`src/sec_pkg.sv`:
```
// package: register map, codes, field positions and types for the erase block
`default_nettype none
package sec_pkg;
	// apb register byte offsets
	localparam logic [7:0] ADDR_ERROR = 8'h04;
	localparam logic [7:0] ADDR_SECTOR_COUNT = 8'h08;
	localparam logic [7:0] ADDR_SECTOR_NUMBER = 8'h0C;
	localparam logic [7:0] ADDR_CYLINDER_LOW = 8'h10;
	localparam logic [7:0] ADDR_CYLINDER_HIGH = 8'h14;
	localparam logic [7:0] ADDR_DRIVE_SELECT = 8'h18;
	localparam logic [7:0] ADDR_STATUS = 8'h1C;
	localparam logic [7:0] ADDR_FEATURES = 8'h20;
	localparam logic [7:0] ADDR_COMMAND = 8'h24;
	localparam logic [7:0] ADDR_DATA = 8'h00;
	localparam logic [7:0] ADDR_CONTROL = 8'h28;
	localparam logic [7:0] ADDR_USER_PW = 8'h40;
	localparam logic [7:0] ADDR_MASTER_PW = 8'h80;
	// command codes
	localparam logic [7:0] CMD_SET_PASSWORD = 8'hF1;
	localparam logic [7:0] CMD_UNLOCK = 8'hF2;
	localparam logic [7:0] CMD_ERASE_PREPARE = 8'hF3;
	localparam logic [7:0] CMD_ERASE_UNIT = 8'hF4;
	localparam logic [7:0] CMD_FREEZE = 8'hF5;
	localparam logic [7:0] CMD_DISABLE_PASSWORD = 8'hF6;
	// field positions
	localparam int ERR_ABORT_BIT = 2;
	localparam int UNIT_SELECT_BIT = 4;
	localparam int CW_IDENT_BIT = 0;
	localparam int CW_MODE_BIT = 1;
	// sector layout in 16-bit words
	localparam logic [7:0] SECTOR_WORDS = 8'hFF;
	localparam logic [7:0] PW_FIRST_WORD = 8'h01;
	localparam logic [7:0] PW_LAST_WORD = 8'h10;
	// reset values
	localparam logic [7:0] DRIVE_SELECT_RESET = 8'hA0;
	localparam logic [7:0] CONTROL_RESET = 8'h01;
	// pattern written by enhanced erase, arbitrary
	localparam logic [15:0] ENH_PATTERN = 16'hA5A5;
	// status flags carried together
	typedef struct packed {
		logic busy_flag;
		logic unit_ready_flag;
		logic device_fault_flag;
		logic na4;
		logic transfer_request_flag;
		logic na2;
		logic na1;
		logic failure_flag;
	} sec_status_t;
	// media write port signals
	typedef struct packed {
		logic wr;
		logic [15:0] addr;
		logic [15:0] data;
	} sec_media_t;
	typedef enum logic [2:0] {
		ST_IDLE = 3'b000,
		ST_DATA = 3'b001,
		ST_CHECK = 3'b010,
		ST_ERASE = 3'b011,
		ST_DONE = 3'b100
	} sec_state_t;
endpackage : sec_pkg
`default_nettype wire

```
`src/sec_erase_freeze.sv`:
```
// security erase prepare, erase unit and freeze command interpreter
//
// Notes on behaviour
// RULE1: host sends prepare directly before erase unit
// RULE2: erase unit takes exactly one data sector
// RULE3: abort erase: unsupported, frozen, unarmed, overwrite fail
// RULE4: abort erase when password compare mismatches
// RULE5: normal erase writes zeros everywhere
// RULE6: enhanced erase writes pattern, incl. retired sectors
// RULE7: word0 bit0 selects user/master, words 1-16 password
// RULE8: word0 bit1 selects normal or enhanced mode
// RULE9: successful erase unlocks, master password kept
// RULE10: good completion: ready only, others clear
// RULE11: error completion: ready, failure, fault on fault
// RULE12: abort when action cannot complete otherwise
// RULE13: unit select bit echoes selected device
// RULE14: host issues commands only while ready
// RULE15: freeze command enters frozen state
// RULE16: frozen rejects all lock-altering commands
// RULE17: only reset leaves frozen state
// RULE18: freeze while frozen completes, stays frozen
// RULE19: abort freeze when unsupported or locked
// RULE20: abort prepare when unsupported or frozen
// RULE21: armed flag set by prepare, cleared otherwise
`timescale 1ns/10ps
`default_nettype none
module sec_erase_freeze #(
	parameter int MEDIA_WORDS = 4096
) (
	// apb slave
	input wire logic pclk,
	input wire logic presetn,
	input wire logic psel,
	input wire logic penable,
	input wire logic pwrite,
	input wire logic [7:0] paddr,
	input wire logic [31:0] pwdata,
	output logic [31:0] prdata,
	output logic pready,
	output logic pslverr,
	// media write port and its result
	output sec_pkg::sec_media_t media,
	input wire logic media_fail,
	input wire logic media_fault,
	// lock state and device number
	output logic locked,
	output logic frozen,
	input wire logic unit_number
);
	sec_pkg::sec_state_t state;
	sec_pkg::sec_status_t status;
	logic [7:0] error_register;
	logic [7:0] sector_count_register;
	logic [7:0] sector_number_register;
	logic [7:0] cylinder_low_register;
	logic [7:0] cylinder_high_register;
	logic [7:0] drive_select_register;
	logic [7:0] features_register;
	logic [7:0] control;
	logic [7:0] word_idx;
	logic [15:0] ctrl_word;
	logic pw_ok;
	logic armed;
	logic [15:0] user_pw [16];
	logic [15:0] master_pw [16];
	logic [15:0] erase_addr;
	logic erase_bad;
	logic erase_fault;
	logic wr_en;
	logic rd_en;
	logic cmd_wr;
	logic data_wr;
	logic [7:0] cmd;
	logic selected;
	logic feat_ok;

	// control bit0 enables the security feature set
	assign feat_ok = control[0];
	assign wr_en = psel & penable & pwrite;
	assign rd_en = psel & penable & ~pwrite;
	assign cmd = pwdata[7:0];
	// RULE13: unit select match
	assign selected = drive_select_register[sec_pkg::UNIT_SELECT_BIT] ==
		unit_number;
	// RULE14: refuse command while busy
	assign cmd_wr = wr_en & (paddr == sec_pkg::ADDR_COMMAND) & selected &
		status.unit_ready_flag & ~status.busy_flag;
	assign data_wr = wr_en & (paddr == sec_pkg::ADDR_DATA) &
		(state == sec_pkg::ST_DATA);

	// function: map an offset onto a password slot
	function automatic logic pw_hit(input logic [7:0] a,
		input logic [7:0] base);
		pw_hit = (a >= base) && (a < base + 8'h40) && (a[1:0] == 2'b00);
	endfunction : pw_hit

	// zero-wait apb answer
	always_ff @(posedge pclk or negedge presetn) begin
		if (!presetn) begin
			pready <= 1'b0;
			pslverr <= 1'b0;
		end else begin
			pready <= psel & ~penable;
			pslverr <= 1'b0;
		end
	end

	// read mux, registered
	always_ff @(posedge pclk or negedge presetn) begin
		if (!presetn) begin
			prdata <= 32'h00000000;
		end else if (psel & ~penable & ~pwrite) begin
			unique case (paddr)
				sec_pkg::ADDR_ERROR: prdata <= {24'h000000, error_register};
				sec_pkg::ADDR_SECTOR_COUNT:
					prdata <= {24'h000000, sector_count_register};
				sec_pkg::ADDR_SECTOR_NUMBER:
					prdata <= {24'h000000, sector_number_register};
				sec_pkg::ADDR_CYLINDER_LOW:
					prdata <= {24'h000000, cylinder_low_register};
				sec_pkg::ADDR_CYLINDER_HIGH:
					prdata <= {24'h000000, cylinder_high_register};
				sec_pkg::ADDR_DRIVE_SELECT:
					prdata <= {24'h000000, drive_select_register};
				sec_pkg::ADDR_STATUS: prdata <= {24'h000000, status};
				sec_pkg::ADDR_CONTROL:
					prdata <= {22'h000000, frozen, locked, control};
				default: prdata <= 32'h00000000;
			endcase
		end
	end

	// task-file input registers, host written
	always_ff @(posedge pclk or negedge presetn) begin
		if (!presetn) begin
			sector_count_register <= 8'h00;
			sector_number_register <= 8'h00;
			cylinder_low_register <= 8'h00;
			cylinder_high_register <= 8'h00;
			drive_select_register <= sec_pkg::DRIVE_SELECT_RESET;
			features_register <= 8'h00;
			control <= sec_pkg::CONTROL_RESET;
		end else if (wr_en & ~status.busy_flag) begin
			unique case (paddr)
				sec_pkg::ADDR_SECTOR_COUNT: sector_count_register <= cmd;
				sec_pkg::ADDR_SECTOR_NUMBER: sector_number_register <= cmd;
				sec_pkg::ADDR_CYLINDER_LOW: cylinder_low_register <= cmd;
				sec_pkg::ADDR_CYLINDER_HIGH: cylinder_high_register <= cmd;
				sec_pkg::ADDR_DRIVE_SELECT: drive_select_register <= cmd;
				sec_pkg::ADDR_FEATURES: features_register <= cmd;
				sec_pkg::ADDR_CONTROL: control <= cmd;
				default: ;
			endcase
		end
	end

	// stored passwords, loaded by software while not frozen
	always_ff @(posedge pclk or negedge presetn) begin
		if (!presetn) begin
			for (int i = 0; i < 16; i++) begin
				user_pw[i] <= 16'h0000;
				master_pw[i] <= 16'h0000;
			end
		end else if (wr_en & ~frozen) begin
			if (pw_hit(paddr, sec_pkg::ADDR_USER_PW))
				user_pw[paddr[5:2]] <= pwdata[15:0];
			if (pw_hit(paddr, sec_pkg::ADDR_MASTER_PW))
				master_pw[paddr[5:2]] <= pwdata[15:0];
		end
	end

	// RULE2: count sector words and compare password
	always_ff @(posedge pclk or negedge presetn) begin
		if (!presetn) begin
			word_idx <= 8'h00;
			ctrl_word <= 16'h0000;
			pw_ok <= 1'b1;
		end else if (cmd_wr) begin
			word_idx <= 8'h00;
			pw_ok <= 1'b1;
		end else if (data_wr) begin
			word_idx <= word_idx + 8'h01;
			if (word_idx == 8'h00)
				ctrl_word <= pwdata[15:0];
			// RULE7: compare selected password words
			if (word_idx >= sec_pkg::PW_FIRST_WORD &&
				word_idx <= sec_pkg::PW_LAST_WORD) begin
				if (pwdata[15:0] != (ctrl_word[sec_pkg::CW_IDENT_BIT] ?
					master_pw[word_idx[3:0] - 4'h1] :
					user_pw[word_idx[3:0] - 4'h1]))
					pw_ok <= 1'b0;
			end
		end
	end

	// RULE21: armed by prepare, cleared by any other command
	always_ff @(posedge pclk or negedge presetn) begin
		if (!presetn)
			armed <= 1'b0;
		else if (cmd_wr)
			armed <= (cmd == sec_pkg::CMD_ERASE_PREPARE) & feat_ok & ~frozen;
	end

	// RULE17: frozen clears only by reset
	always_ff @(posedge pclk or negedge presetn) begin
		if (!presetn)
			frozen <= 1'b0;
		// RULE15: freeze completes into frozen
		// RULE18: freeze while frozen keeps frozen
		else if (cmd_wr && cmd == sec_pkg::CMD_FREEZE && feat_ok && !locked)
			frozen <= 1'b1;
	end

	// lock state, erase success clears it
	always_ff @(posedge pclk or negedge presetn) begin
		if (!presetn)
			locked <= 1'b0;
		else if (wr_en && paddr == sec_pkg::ADDR_CONTROL && !frozen)
			locked <= pwdata[8];
		// RULE9: unlock on successful erase, master kept
		else if (state == sec_pkg::ST_DONE && error_register == 8'h00 &&
			!erase_fault && armed == 1'b0 && erase_addr != 16'h0)
			locked <= 1'b0;
	end

	// overwrite sequencer and media port
	always_ff @(posedge pclk or negedge presetn) begin
		if (!presetn) begin
			erase_addr <= 16'h0000;
			erase_bad <= 1'b0;
			erase_fault <= 1'b0;
			media <= '0;
		end else if (state == sec_pkg::ST_ERASE) begin
			media.wr <= 1'b1;
			media.addr <= erase_addr;
			// RULE5: normal mode writes zeros
			// RULE6: enhanced mode writes pattern over all areas
			// RULE8: control word bit1 picks the mode
			media.data <= ctrl_word[sec_pkg::CW_MODE_BIT] ?
				sec_pkg::ENH_PATTERN : 16'h0000;
			erase_addr <= erase_addr + 16'h0001;
			// RULE3: overwrite failure recorded
			if (media_fail)
				erase_bad <= 1'b1;
			if (media_fault)
				erase_fault <= 1'b1;
		end else begin
			media.wr <= 1'b0;
			// a new command must not inherit an old fault record
			if (state == sec_pkg::ST_CHECK || cmd_wr) begin
				erase_addr <= 16'h0000;
				erase_bad <= 1'b0;
				erase_fault <= 1'b0;
			end
		end
	end

	// command state machine with status and error outputs
	always_ff @(posedge pclk or negedge presetn) begin
		if (!presetn) begin
			state <= sec_pkg::ST_IDLE;
			status <= 8'h40;
			error_register <= 8'h00;
		end else begin
			unique case (state)
				sec_pkg::ST_IDLE: begin
					if (cmd_wr) begin
						error_register <= 8'h00;
						status <= 8'h80;
						state <= sec_pkg::ST_DONE;
						unique case (cmd)
							sec_pkg::CMD_ERASE_UNIT: begin
								// RULE3: abort when unarmed, frozen, unsupported
								// RULE16: frozen rejects erase unit
								if (!feat_ok || frozen || !armed)
									error_register[sec_pkg::ERR_ABORT_BIT] <= 1'b1;
								else begin
									status <= 8'h88;
									state <= sec_pkg::ST_DATA;
								end
							end
							// RULE20: prepare aborts if unsupported or frozen
							sec_pkg::CMD_ERASE_PREPARE:
								error_register[sec_pkg::ERR_ABORT_BIT] <=
									!feat_ok || frozen;
							// RULE19: freeze aborts when locked
							sec_pkg::CMD_FREEZE:
								error_register[sec_pkg::ERR_ABORT_BIT] <=
									!feat_ok || locked;
							// RULE16: other lock commands refused when frozen
							// RULE12: other actions not completed here
							default:
								error_register[sec_pkg::ERR_ABORT_BIT] <= 1'b1;
						endcase
					end
				end
				sec_pkg::ST_DATA: begin
					if (data_wr && word_idx == sec_pkg::SECTOR_WORDS) begin
						status <= 8'h80;
						state <= sec_pkg::ST_CHECK;
					end
				end
				sec_pkg::ST_CHECK: begin
					// RULE4: mismatch aborts
					if (!pw_ok) begin
						error_register[sec_pkg::ERR_ABORT_BIT] <= 1'b1;
						state <= sec_pkg::ST_DONE;
					end else
						state <= sec_pkg::ST_ERASE;
				end
				sec_pkg::ST_ERASE: begin
					if (erase_addr == 16'(MEDIA_WORDS - 1)) begin
						state <= sec_pkg::ST_DONE;
						if (erase_bad || media_fail)
							error_register[sec_pkg::ERR_ABORT_BIT] <= 1'b1;
					end
				end
				sec_pkg::ST_DONE: begin
					// RULE10: clean completion shows ready only
					// RULE11: error completion sets failure, fault only when erase_fault is set
					status <= {1'b0, 1'b1, erase_fault, 4'h0,
						error_register != 8'h00};
					state <= sec_pkg::ST_IDLE;
				end
				default: state <= sec_pkg::ST_IDLE;
			endcase
		end
	end
endmodule : sec_erase_freeze
`default_nettype wire

```
`config.mk`:
```
export PLATFORM = sky130hd
export DESIGN_NAME = sec_erase_freeze
export DESIGN_NICKNAME = d
export VERILOG_FILES = /design/src/sec_pkg.sv /design/src/sec_erase_freeze.sv
export SDC_FILE = /design/constraint.sdc
export NUM_CORES = 1
export LEC_CHECK = 0
export ABC_CLOCK_PERIOD_IN_PS = 12500
export BUFFER_PORTS_ARGS = -buffer_cell sky130_fd_sc_hd__buf_4
export CAP_MARGIN = 10
export CORE_ASPECT_RATIO = 1.2
export CORE_MARGIN = 2
export CORE_UTILIZATION = 45
export CTS_CLUSTER_DIAMETER = 150
export CTS_CLUSTER_SIZE = 14
export DETAILED_ROUTE_END_ITERATION = 10
export REMOVE_ABC_BUFFERS = 1
export SLEW_MARGIN = 25
export SYNTH_ARGS = -nofsm -noshare
export SYNTH_HDL_FRONTEND = slang
export SYNTH_SLANG_ARGS = --single-unit
```
`constraint.sdc`:
```
create_clock -name pclk -period 12.5 [get_ports pclk]
set_clock_uncertainty 0.15 [all_clocks]
set_input_delay 2.5 -clock pclk [delete_from_list [all_inputs] [get_ports pclk]]
set_output_delay 2.5 -clock pclk [all_outputs]
set_load 0.05 [all_outputs]
```
==> results.yml, run 1 <==
run_status:
  status: "finished clean"
synthesis:
  ys_top_cells_by_area: "dfrtp_1, mux2_2, mux4_2"
  yosysSeqAreaShare_pct: 54.00
  synth_top_area_cell: "dfrtp_1"
  yosysTopAreaCellShare_pct: 53.55
  async_reset_ff_share_pct: 100.0
  synthCells: 1999
  yosysUniqueCellTypes: 65
  ys_warn_count: 0
  syn_area_mm2: 0.02921
  syn_area_per_cell_um2: 14.61
  synth-seq-cells: 630
  synth_ff_type: "dfrtp_1"
  synth_edf_count: 0
clocking:
  clock_latency_ps: 610
  cts.sinks: 630
  numCtsBuffers: 50
  h-tree-depth: 2
  clk_pin_slew_ps: 70
  cts_tree: "done"
  ctsLongestPathBuffers: 3
  hold_buffers: 0
  post_cts_resized: 0
  cts-root-buf: "clkbuf_16"
  post-cts-setup-buffers: 0
finish:
  drive_gt1_share_pct: 45.90
  area_delta_synth_final_pct: 8.906
  instances_no_fill: 2856
  fill_cells: 5502
  mostFrequentLayoutCells: "dfrtp_1, mux2_2, mux4_2"
  diodes: 0
  final_common_cell: "dfrtp_1"
  layout.nets: 2058
critical_path:
  cp-end-kind: "flop"
  reg2reg_slack_ps: 6010
  cp_slowest_cell: "dfrtp_4"
  cpPeakStageDelay_ps: 890
  cp.required_ps: 12900
  cp_cell_sequence: "inv_1, ha_4, buf_4, buf_4, mux4_2, mux4_2, mux2i_1, xnor2_1, nor4_1, nand2_1, nor4_1, o22a_1"
  worst-path-buf-inv: 3
  cp.depth: 12
  cp_top_family: "buffers and inverters"
  critPathMaxFanout: 50
  reg2reg_depth: 12
  cp.arrival_ps: 6890
  crit_type: "reg -> reg"
  cp-start-kind: "flop"
grt:
  gr-total-overflow: 0
  antenna_found_initial: 1
  first_global_vias: 17470
  grt_max_degree: 169
  grt_pass1_wl_mm: 109.5
  grt_use_total_pct: 21.46
floorplan:
  initial_utilization_pct: 45.41
  dieArea_mm2: 0.06697
  core_area_mm2: 0.06432
  num_rows: 102
  die_x_um: 236.6
  io_pins: 117
  die_h_um: 283.1
detailed_routing:
  viasPerCell: 5.838
  wire_per_inst_um: 24.69
  drtAntennaViolNets: 0
  wirelength_mm: 70.51
  dr.pass1.iters: 5
  drtIter0Drc: 945
  drc_errors: 0
  vias: 16670
timing:
  drv_slew: 0
  final.setup.tns_ps: 0
  worst_pin_slew_ps: 1001
  min_period_over_period_pct: 51.92
  worst_slack_ps: 6010
  rsz0062_at_grt: "false"
  slew-limit-headroom_pct: 32.67
  finalCriticalPeriod_ps: 6490
  hold_violations: 0
  fmax_ghz: 0.1541
  setup_viol: 0
hold_path:
  worstHoldPathCells: 2
  min-delay-path-class: "reg -> reg"
pwr:
  ir_drop_uv: 89.39
  leakagePower_nw: 15.05
  powerDensity_mw_per_mm2: 117.8
place:
  port_buffers: 69
  gp_congestion: 0.7749
  place_ws_ps: 5830
  hpwl_mm: 41.06
  dp_cells: 2785
job:
  max_cap_viol_count: 0
==> report_power, final <==
| group | switching, mW | internal [mW] | total (mW) | leakage (nW) |
|---|---|---|---|---|
| Combinational | 0.134 | 0.0511 | 0.185 | 5.72 |
| Sequential | 0.0140 | 2.07 | 2.08 | 8.65 |
| Clock | 0.716 | 0.764 | 1.48 | 0.674 |
| Total | 0.863 | 2.88 | 3.75 | 15.1 |
==> layout make-up <==
| class | count | area (um2) | share of cell area, % |
|---|---|---|---|
| repair buffers | 119 | 929.6 | 2.923 |
| multi-input cells | 1194 | 12630 | 39.71 |
| flip-flops and latches | 630 | 15780 | 49.59 |
| well taps | 832 | 1041 | 3.273 |
| inverters | 10 | 37.54 | 0.1180 |
| clock buffers | 71 | 1394 | 4.382 |
==> worst register-to-register path, stage by stage, from the launching register on <==
cell     delay, ps
dfrtp_4        890
inv_1          390
ha_4           860
buf_4          790
buf_4          630
mux4_2         420
mux4_2         500
mux2i_1        180
xnor2_1        130
nor4_1         290
nand2_1         80
nor4_1         860
o22a_1         270
==> kinds of logic (layout without fill, tap and decap cells) <==
| kind of cell | Yosys count | in the layout | share of synthesized area [%] |
|---|---|---|---|
| adder cells (fa/ha/maj) | 5 | 5 | 0.2142 |
| AO/OA/AOI/OAI | 103 | 103 | 2.532 |
| buffers and inverters | 205 | 200 | 3.500 |
| flip-flops | 630 | 630 | 54.00 |
| other | 1 | 31 | 0.01284 |
| XOR/XNOR | 30 | 30 | 0.9253 |
| AND/OR/NAND/NOR | 284 | 284 | 4.729 |
| multiplexers | 741 | 741 | 34.09 |
==> registers in the layout (all words and copies together), names as in the netlist, 2 cells and up <==
| name | cells |
|---|---|
| master_pw | 256 |
| prdata | 10 |
| user_pw | 256 |
| ctrl_word | 2 |
| word_idx | 8 |
| sector_number_register | 8 |
| cylinder_high_register | 8 |
| media | 18 |
| drive_select_register | 8 |
| control | 8 |
| status | 5 |
| cylinder_low_register | 8 |
| sector_count_register | 8 |
| erase_addr | 16 |
| state | 3 |
==> final timing paths <==
path                                    startpoint                              endpoint
setup / recovery           word_idx[0]$_DFFE_PN0P_                     pw_ok$_DFFE_PN1P_
setup reg to reg           word_idx[0]$_DFFE_PN0P_                     pw_ok$_DFFE_PN1P_
min in group asynchronous                  presetn  sector_count_register[5]$_DFFE_PN0P_
hold / removal               media[24]$_DFFE_PN0P_                 media[24]$_DFFE_PN0P_
max in group asynchronous                  presetn              user_pw[158]$_DFFE_PN0P_
hold reg to reg              media[24]$_DFFE_PN0P_                 media[24]$_DFFE_PN0P_
==> cell usage after synthesis (7+ instances only) <==
| master | number |
|---|---|
| nor3_1 | 11 |
| nor4_1 | 10 |
| nand3_1 | 35 |
| buf_1 | 9 |
| dfrtp_1 | 625 |
| xnor2_1 | 19 |
| a22o_1 | 9 |
| clkbuf_1 | 99 |
| mux2i_1 | 28 |
| a21oi_1 | 8 |
| a221oi_1 | 7 |
| mux2_2 | 568 |
| xor2_1 | 10 |
| o21ai_0 | 27 |
| buf_2 | 37 |
| nand4_1 | 14 |
| inv_1 | 10 |
| nand2_1 | 105 |
| nor2b_1 | 12 |
| a22oi_1 | 10 |
| mux4_2 | 141 |
| buf_4 | 45 |
| a31oi_1 | 8 |
| nor2_1 | 62 |
==> layer usage <==
| metal | global-route usage (%) | up-vias | wire length, um |
|---|---|---|---|
| met5 | 0 | - | 13 |
| met3 | 2.650 | 88 | 2060 |
| met1 | 28.61 | 9060 | 30780 |
| met4 | 5.285 | 2 | 1573 |
| li1 | - | 7259 | - |
| met2 | 37.38 | 265 | 36080 |
==> per-stage QoR <==
stage | power [mW] | hold slack, ps | cell area (um2) | utilization [%]
after floorplan | 2.199 | 284.8 | 28340 | -
after global placement | 2.300 | 312.1 | 30410 | 47.27
after CTS | 3.791 | 331.9 | 31810 | 49.45
after global routing | 3.885 | 359.3 | 31810 | 49.45
after detailed placement | 2.308 | 315.0 | 30410 | 47.28
final | 3.746 | 328.9 | 31810 | 49.45
Power figures use the tool's default switching activity.
==> run 2, diff against run 1 <==
Settings changed: ABC_AREA set to 1, ABC_CLOCK_PERIOD_IN_PS 12500 to 6340.
Clock period 12.5 ns to 6.34 ns, I/O delays scaled along.
==> run 2 against run 1 <==
Against the previous run: die area up 3.5%; first-iteration DRC count increased by 140%; clock power grew 100%; maximum frequency increased by 66%; design area rose by 1.9%; clock-buffer cell count rose by 2; critical path depth grew 4; combinational power grew to 2.6 times the previous value; largest cell class unchanged; largest power group unchanged.
==> results.yml, run 2 <==
critical_path:
  cp-end-kind: "flop"
  crit_start: "word_idx[0]$_DFFE_PN0P_"
  reg2reg_slack_ps: 2440
  cp.required_ps: 6720
  worstReg2RegStart: "word_idx[0]$_DFFE_PN0P_"
  critPathMaxFanout: 70
  cp-start-kind: "flop"
  crit_type: "reg -> reg"
  cp.arrival_ps: 4280
clocking:
  clk_pin_slew_ps: 70
  post_cts_resized: 0
  numCtsBuffers: 50
  cts.sinks: 630
  h-tree-depth: 2
  clock_latency_ps: 620
  cts_tree: "done"
  hold_buffers: 0
  ctsLongestPathBuffers: 3
  post-cts-setup-buffers: 0
  cts-root-buf: "clkbuf_16"
synthesis:
  yosysUniqueCellTypes: 48
  synth_compound_area_share_pct: 11.21
  synthCells: 3897
  syn_area_per_cell_um2: 7.765
  synth.most_common_cell: "nand2_1"
  synth_common_cells: "nand2_1, dfrtp_1, o21ai_0"
  synth_top_family_by_area: "simple AND/OR/NAND/NOR gates"
  synth_edf_count: 0
  synth_ff_type: "dfrtp_1"
  ys_top_cells_by_area: "dfrtp_1, nand2_1, o21ai_0"
  yosysTopAreaCellShare_pct: 51.68
  yosysSeqAreaShare_pct: 52.12
  async_reset_ff_share_pct: 100.0
  synth-adder-area-share_pct: 0.2067
  synth_xor_area_share_pct: 0.02894
  synth_top_area_cell: "dfrtp_1"
  muxShareOfSynthArea_pct: 0
  synth-seq-cells: 630
  synth_simple_gate_area_share_pct: 27.60
  syn_area_mm2: 0.03026
  ys_warn_count: 0
timing:
  worst_pin_slew_ps: 964.0
  slew-limit-headroom_pct: 35.66
  min_period_over_period_pct: 61.56
  final.setup.tns_ps: 0
  hold_violations: 0
  fmax_ghz: 0.2562
  finalCriticalPeriod_ps: 3903
  setup_viol: 0
  drv_slew: 0
  rsz0062_at_grt: "false"
grt:
  antenna_found_initial: 0
  first_global_vias: 23460
  gr-total-overflow: 0
  grt_max_degree: 131
  grt_pass1_wl_mm: 133.1
  grt_use_total_pct: 24.53
finish:
  instances_no_fill: 4712
  mostFrequentLayoutCells: "nand2_1, dfrtp_1, o21ai_0"
  drive_gt1_share_pct: 6.770
  diodes: 0
  top_regs: "master_pw (256), user_pw (256), media (18)"
  stdcell_area_mm2: 0.03242
  utilization_pct: 48.57
  final_common_cell: "nand2_1"
  area_delta_synth_final_pct: 7.149
  layout.nets: 3843
  fill_cells: 6702
detailed_routing:
  dr.pass1.iters: 7
  drtAntennaViolNets: 0
  drtIter0Drc: 2261
  wirelength_mm: 83.14
  vias: 24520
  drc_errors: 0
  wire_per_inst_um: 17.64
  viasPerCell: 5.204
run_status:
  status: "finished clean"
floorplan:
  num_rows: 104
  core_area_mm2: 0.06675
  die_h_um: 288.1
  initial_utilization_pct: 45.33
  dieArea_mm2: 0.06934
  io_pins: 117
  die_x_um: 240.7
hold_path:
  hold_start: "status[6]$_DFFE_PN1P_"
  min-delay-path-class: "reg -> reg"
pwr:
  ir_drop_uv: 188.5
  fin_total_pwr_mw: 7.551
  leakagePower_nw: 15.10
  powerDensity_mw_per_mm2: 232.9
place:
  hpwl_mm: 47.46
  port_buffers: 69
  dp_cells: 4639
  gp_congestion: 0.8319
  place_area_mm2: 0.03102
job:
  max_cap_viol_count: 0
-- run 2: changes by cell type after synthesis, sizes merged, moves of 12 or more --
cell    change
inv       +292
nand2    +1268
a21oi      +15
nor2b      -12
or2        +30
mux2i      -28
buf        +64
o21ai     +578
nor2       +25
clkbuf     +53
xnor2      -18
mux2      -568
mux4      -145
nand3     +418
-- run 2: critical path, stage by stage (launching register included) --
cell and delay [ps]:
dfrtp_4 520, inv_6 470, ha_4 320, inv_4 400, buf_4 430, nand3_1 120
nand2_1 80, nand2_1 70, nand3_1 100, nand3_1 220, nand3_1 160, nand2_1 60
nor2_1 100, nand2_1 180, nor2_1 130, nand2_1 100, a21oi_1 140
-- run 2: cell families after synthesis --
| logic type | count (synthesis) |
|---|---|
| other cells | 1 |
| flops | 630 |
| buf+inv | 616 |
| compound gates | 659 |
| simple gates | 1985 |
| fa+ha+maj | 5 |
| xor+xnor | 1 |
-- run 2: final timing paths --
| kind | end | cells past startpoint |
|---|---|---|
| min in group asynchronous | master_pw[28]$_DFFE_PN0P_ | 1 |
| worst max register to register | pw_ok$_DFFE_PN1P_ | 16 |
| worst max-delay path | pw_ok$_DFFE_PN1P_ | 16 |
| worst min-delay path | status[6]$_DFFE_PN1P_ | 2 |
| max in group asynchronous | word_idx[0]$_DFFE_PN0P_ | 2 |
| worst min register to register | status[6]$_DFFE_PN1P_ | 2 |
-- run 2: area by class of cell --
type	instances	area (um2)	share of cell area, %
clock buffer	73	1401	4.322
inverter	304	1149	3.542
multi-input combinational	2681	11950	36.86
sequential	630	15780	48.65
tap	901	1127	3.477
timing repair buffer	123	1018	3.141
-- run 2: metal layers --
metal | wire length, um | vias to the layer above | track usage, %
met4 | 2683 | 0 | 8.261
met2 | 38860 | 534 | 40.37
met1 | 38030 | 11720 | 33.51
met5 | 0 | - | 0
met3 | 3568 | 130 | 3.145
li1 | - | 12140 | -
-- run 2: power by group --
group,internal (mW),switching (mW)
clock network,1.51,1.46
logic,0.102,0.384
registers,4.06,0.0363
total,5.67,1.88
-- run 2: metrics by stage --
step	hold slack (ps)	setup WS [ps]
after floorplan	295.1	-8282
after global placement	307.4	2478
after detailed placement	314.5	2509
after CTS	327.1	2476
after global routing	346.0	2247
final	324.0	2437
==> run 3, diff against run 2 <==
Settings changed: ABC_AREA 1 to 0, ABC_CLOCK_PERIOD_IN_PS 6340 to 3600.
Clock period 6.34 ns to 3.6 ns, I/O delays scaled along.
==> run 3 against run 2 <==
Against the previous run: the flow now finishes with violations (negative setup slack); largest cell class unchanged; global-route usage fell by 1.8 points; maximum frequency up 5.2%; routed wire length is 8.0% lower; hold slack lost 190 ps; critical endpoint unchanged; utilization grew 3.4 points; power is 73% higher.
==> results.yml, run 3 (synthesized netlist as in run 1, its figures left out) <==
place:
  gp_congestion: 0.8203
  port_buffers: 69
  hpwl_mm: 45.96
  place_area_mm2: 0.03142
  dp_cells: 2855
pwr:
  leakagePower_nw: 15.81
  pwr-share-clk_pct: 39.3
  switching_share_pct: 23.04
  powerDensity_mw_per_mm2: 390.0
  seqPwrFrac_pct: 55.5
  power_frac_comb_pct: 5.2
  switchingPower_mw: 3.002
  fin_total_pwr_mw: 13.03
  ir_drop_uv: 300.3
  power.internal_mw: 10.02
finish:
  final_common_cell: "dfrtp_1"
  drive_gt1_share_pct: 49.18
  top_regs: "master_pw (256), user_pw (256), media (18)"
  mostFrequentLayoutCells: "dfrtp_1, mux2_2, buf_4"
  layout.nets: 2170
  diodes: 0
  utilization_pct: 51.93
  instances_no_fill: 2967
  stdcell_area_mm2: 0.03340
  area_delta_synth_final_pct: 14.35
floorplan:
  dieArea_mm2: 0.06697
  die_x_um: 236.6
  die_h_um: 283.1
  io_pins: 117
  initial_utilization_pct: 45.41
  core_area_mm2: 0.06432
  num_rows: 102
hold_path:
  min-delay-path-class: "in -> reg"
  hold_start: "penable"
  worstHoldPathCells: 2
  hold_end: "pready$_DFF_PN0_"
timing:
  rsz0062_at_grt: "true"
  finalCriticalPeriod_ps: 3709
  setup_viol: 1
  hold_violations: 0
  fmax_ghz: 0.2696
  worst_pin_slew_ps: 754.1
  drv_slew: 0
  slew-limit-headroom_pct: 49.73
  worst_slack_ps: -109.4
  min_period_over_period_pct: 103.0
critical_path:
  cp.arrival_ps: 4100
  worstReg2RegStart: "word_idx[0]$_DFFE_PN0P_"
  crit_type: "reg -> reg"
  worst_r2r_endpoint: "pw_ok$_DFFE_PN1P_"
  cp-start-kind: "flop"
  reg2reg_depth: 13
  cp.required_ps: 3990
  cp-end-kind: "flop"
  reg2reg_slack_ps: -110
  critPathMaxFanout: 7
run_status:
  status: "finished, violations left"
  violations: "negative setup slack"
detailed_routing:
  top_layer: "met4"
  met2_length_mm: 38.42
  dr.pass1.iters: 5
  viasPerCell: 5.831
  drtAntennaViolNets: 0
  wirelength_mm: 76.46
  wl_met1_mm: 33.43
  wire_per_inst_um: 25.77
  vias: 17300
  drtIter0Drc: 1043
  met3_length_mm: 2.740
  drc_errors: 0
grt:
  gr-total-overflow: 0
  grt_max_degree: 121
  antenna_found_initial: 0
  first_global_vias: 18060
  grt_use_total_pct: 22.78
  grt_pass1_wl_mm: 115.2
clocking:
  clk_pin_slew_ps: 70
  cts-root-buf: "clkbuf_16"
  cts_tree: "done"
  clock_latency_ps: 600
  cts.sinks: 630
  numCtsBuffers: 50
  ctsLongestPathBuffers: 3
  h-tree-depth: 2
job:
  max_cap_viol_count: 0
-- run 3: final cells by class --
cell class	instances	area, um2
sequential	630	15780
tap	832	1041
inverter	10	37.54
fill	5427	30920
timing repair buffer	231	2489
clock buffer	70	1390
multi-input combinational	1194	12670
-- run 3: worst max-delay path by stage --
stage	start	endpoint	slack (ps)	cells past startpoint
after global routing	word_idx[0]$_DFFE_PN0P_	pw_ok$_DFFE_PN1P_	-230	14
final	word_idx[0]$_DFFE_PN0P_	pw_ok$_DFFE_PN1P_	-110	13
after global placement	word_idx[0]$_DFFE_PN0P_	pw_ok$_DFFE_PN1P_	-620	12
after floorplan	word_idx[0]$_DFFE_PN0P_	pw_ok$_DFFE_PN1P_	-6370	11
after detailed placement	word_idx[0]$_DFFE_PN0P_	pw_ok$_DFFE_PN1P_	-640	12
after CTS	word_idx[0]$_DFFE_PN0P_	pw_ok$_DFFE_PN1P_	-150	12
-- run 3: routing by layer --
layer | global-route usage (%) | up-vias
met2 | 38.90 | 369
met3 | 2.796 | 106
met4 | 6.171 | 0
met5 | 0 | -
li1 | - | 7502
met1 | 30.84 | 9325
-- run 3: power groups by stage --
stage	registers, mW	clock network [mW]	logic (mW)
detailed placement	7.36	0	0.682
floorplan	7.40	0	0.237
CTS	7.22	5.29	0.686
global placement	7.35	0	0.663
finish	7.23	5.13	0.675
global route	7.23	5.55	0.739
-- run 3: stage by stage --
stage               setup TNS, ps  hold WS, ps  worst slack, ps
finish                     -109.4        134.6           -109.4
detailed placement         -637.5        314.1           -637.5
CTS                        -153.7        98.80           -153.7
global placement           -621.3        309.4           -621.3
global route               -225.9        107.1           -225.9
floorplan                  -43870        274.4            -6370
-- run 3: critical path: stages, from the launching register on --
cell     delay, ps
dfrtp_4        500
buf_12         140
or4_4          520
nand2_8        100
buf_12         140
buf_6          110
mux4_2         540
mux2i_1        200
xnor2_1        120
nor4_2         330
nand2_1        140
nor4_4         350
buf_4          180
o22a_1         110
-- run 3: what timing repair did --
item                       4_1_cts  5_1_grt
pin swaps                        2       12
gates cloned                     1        5
buffers inserted                 1       34
hold buffers                     1        0
hold endpoints to repair        28        0
setup endpoints to repair        1        1
gates resized for setup         18       17
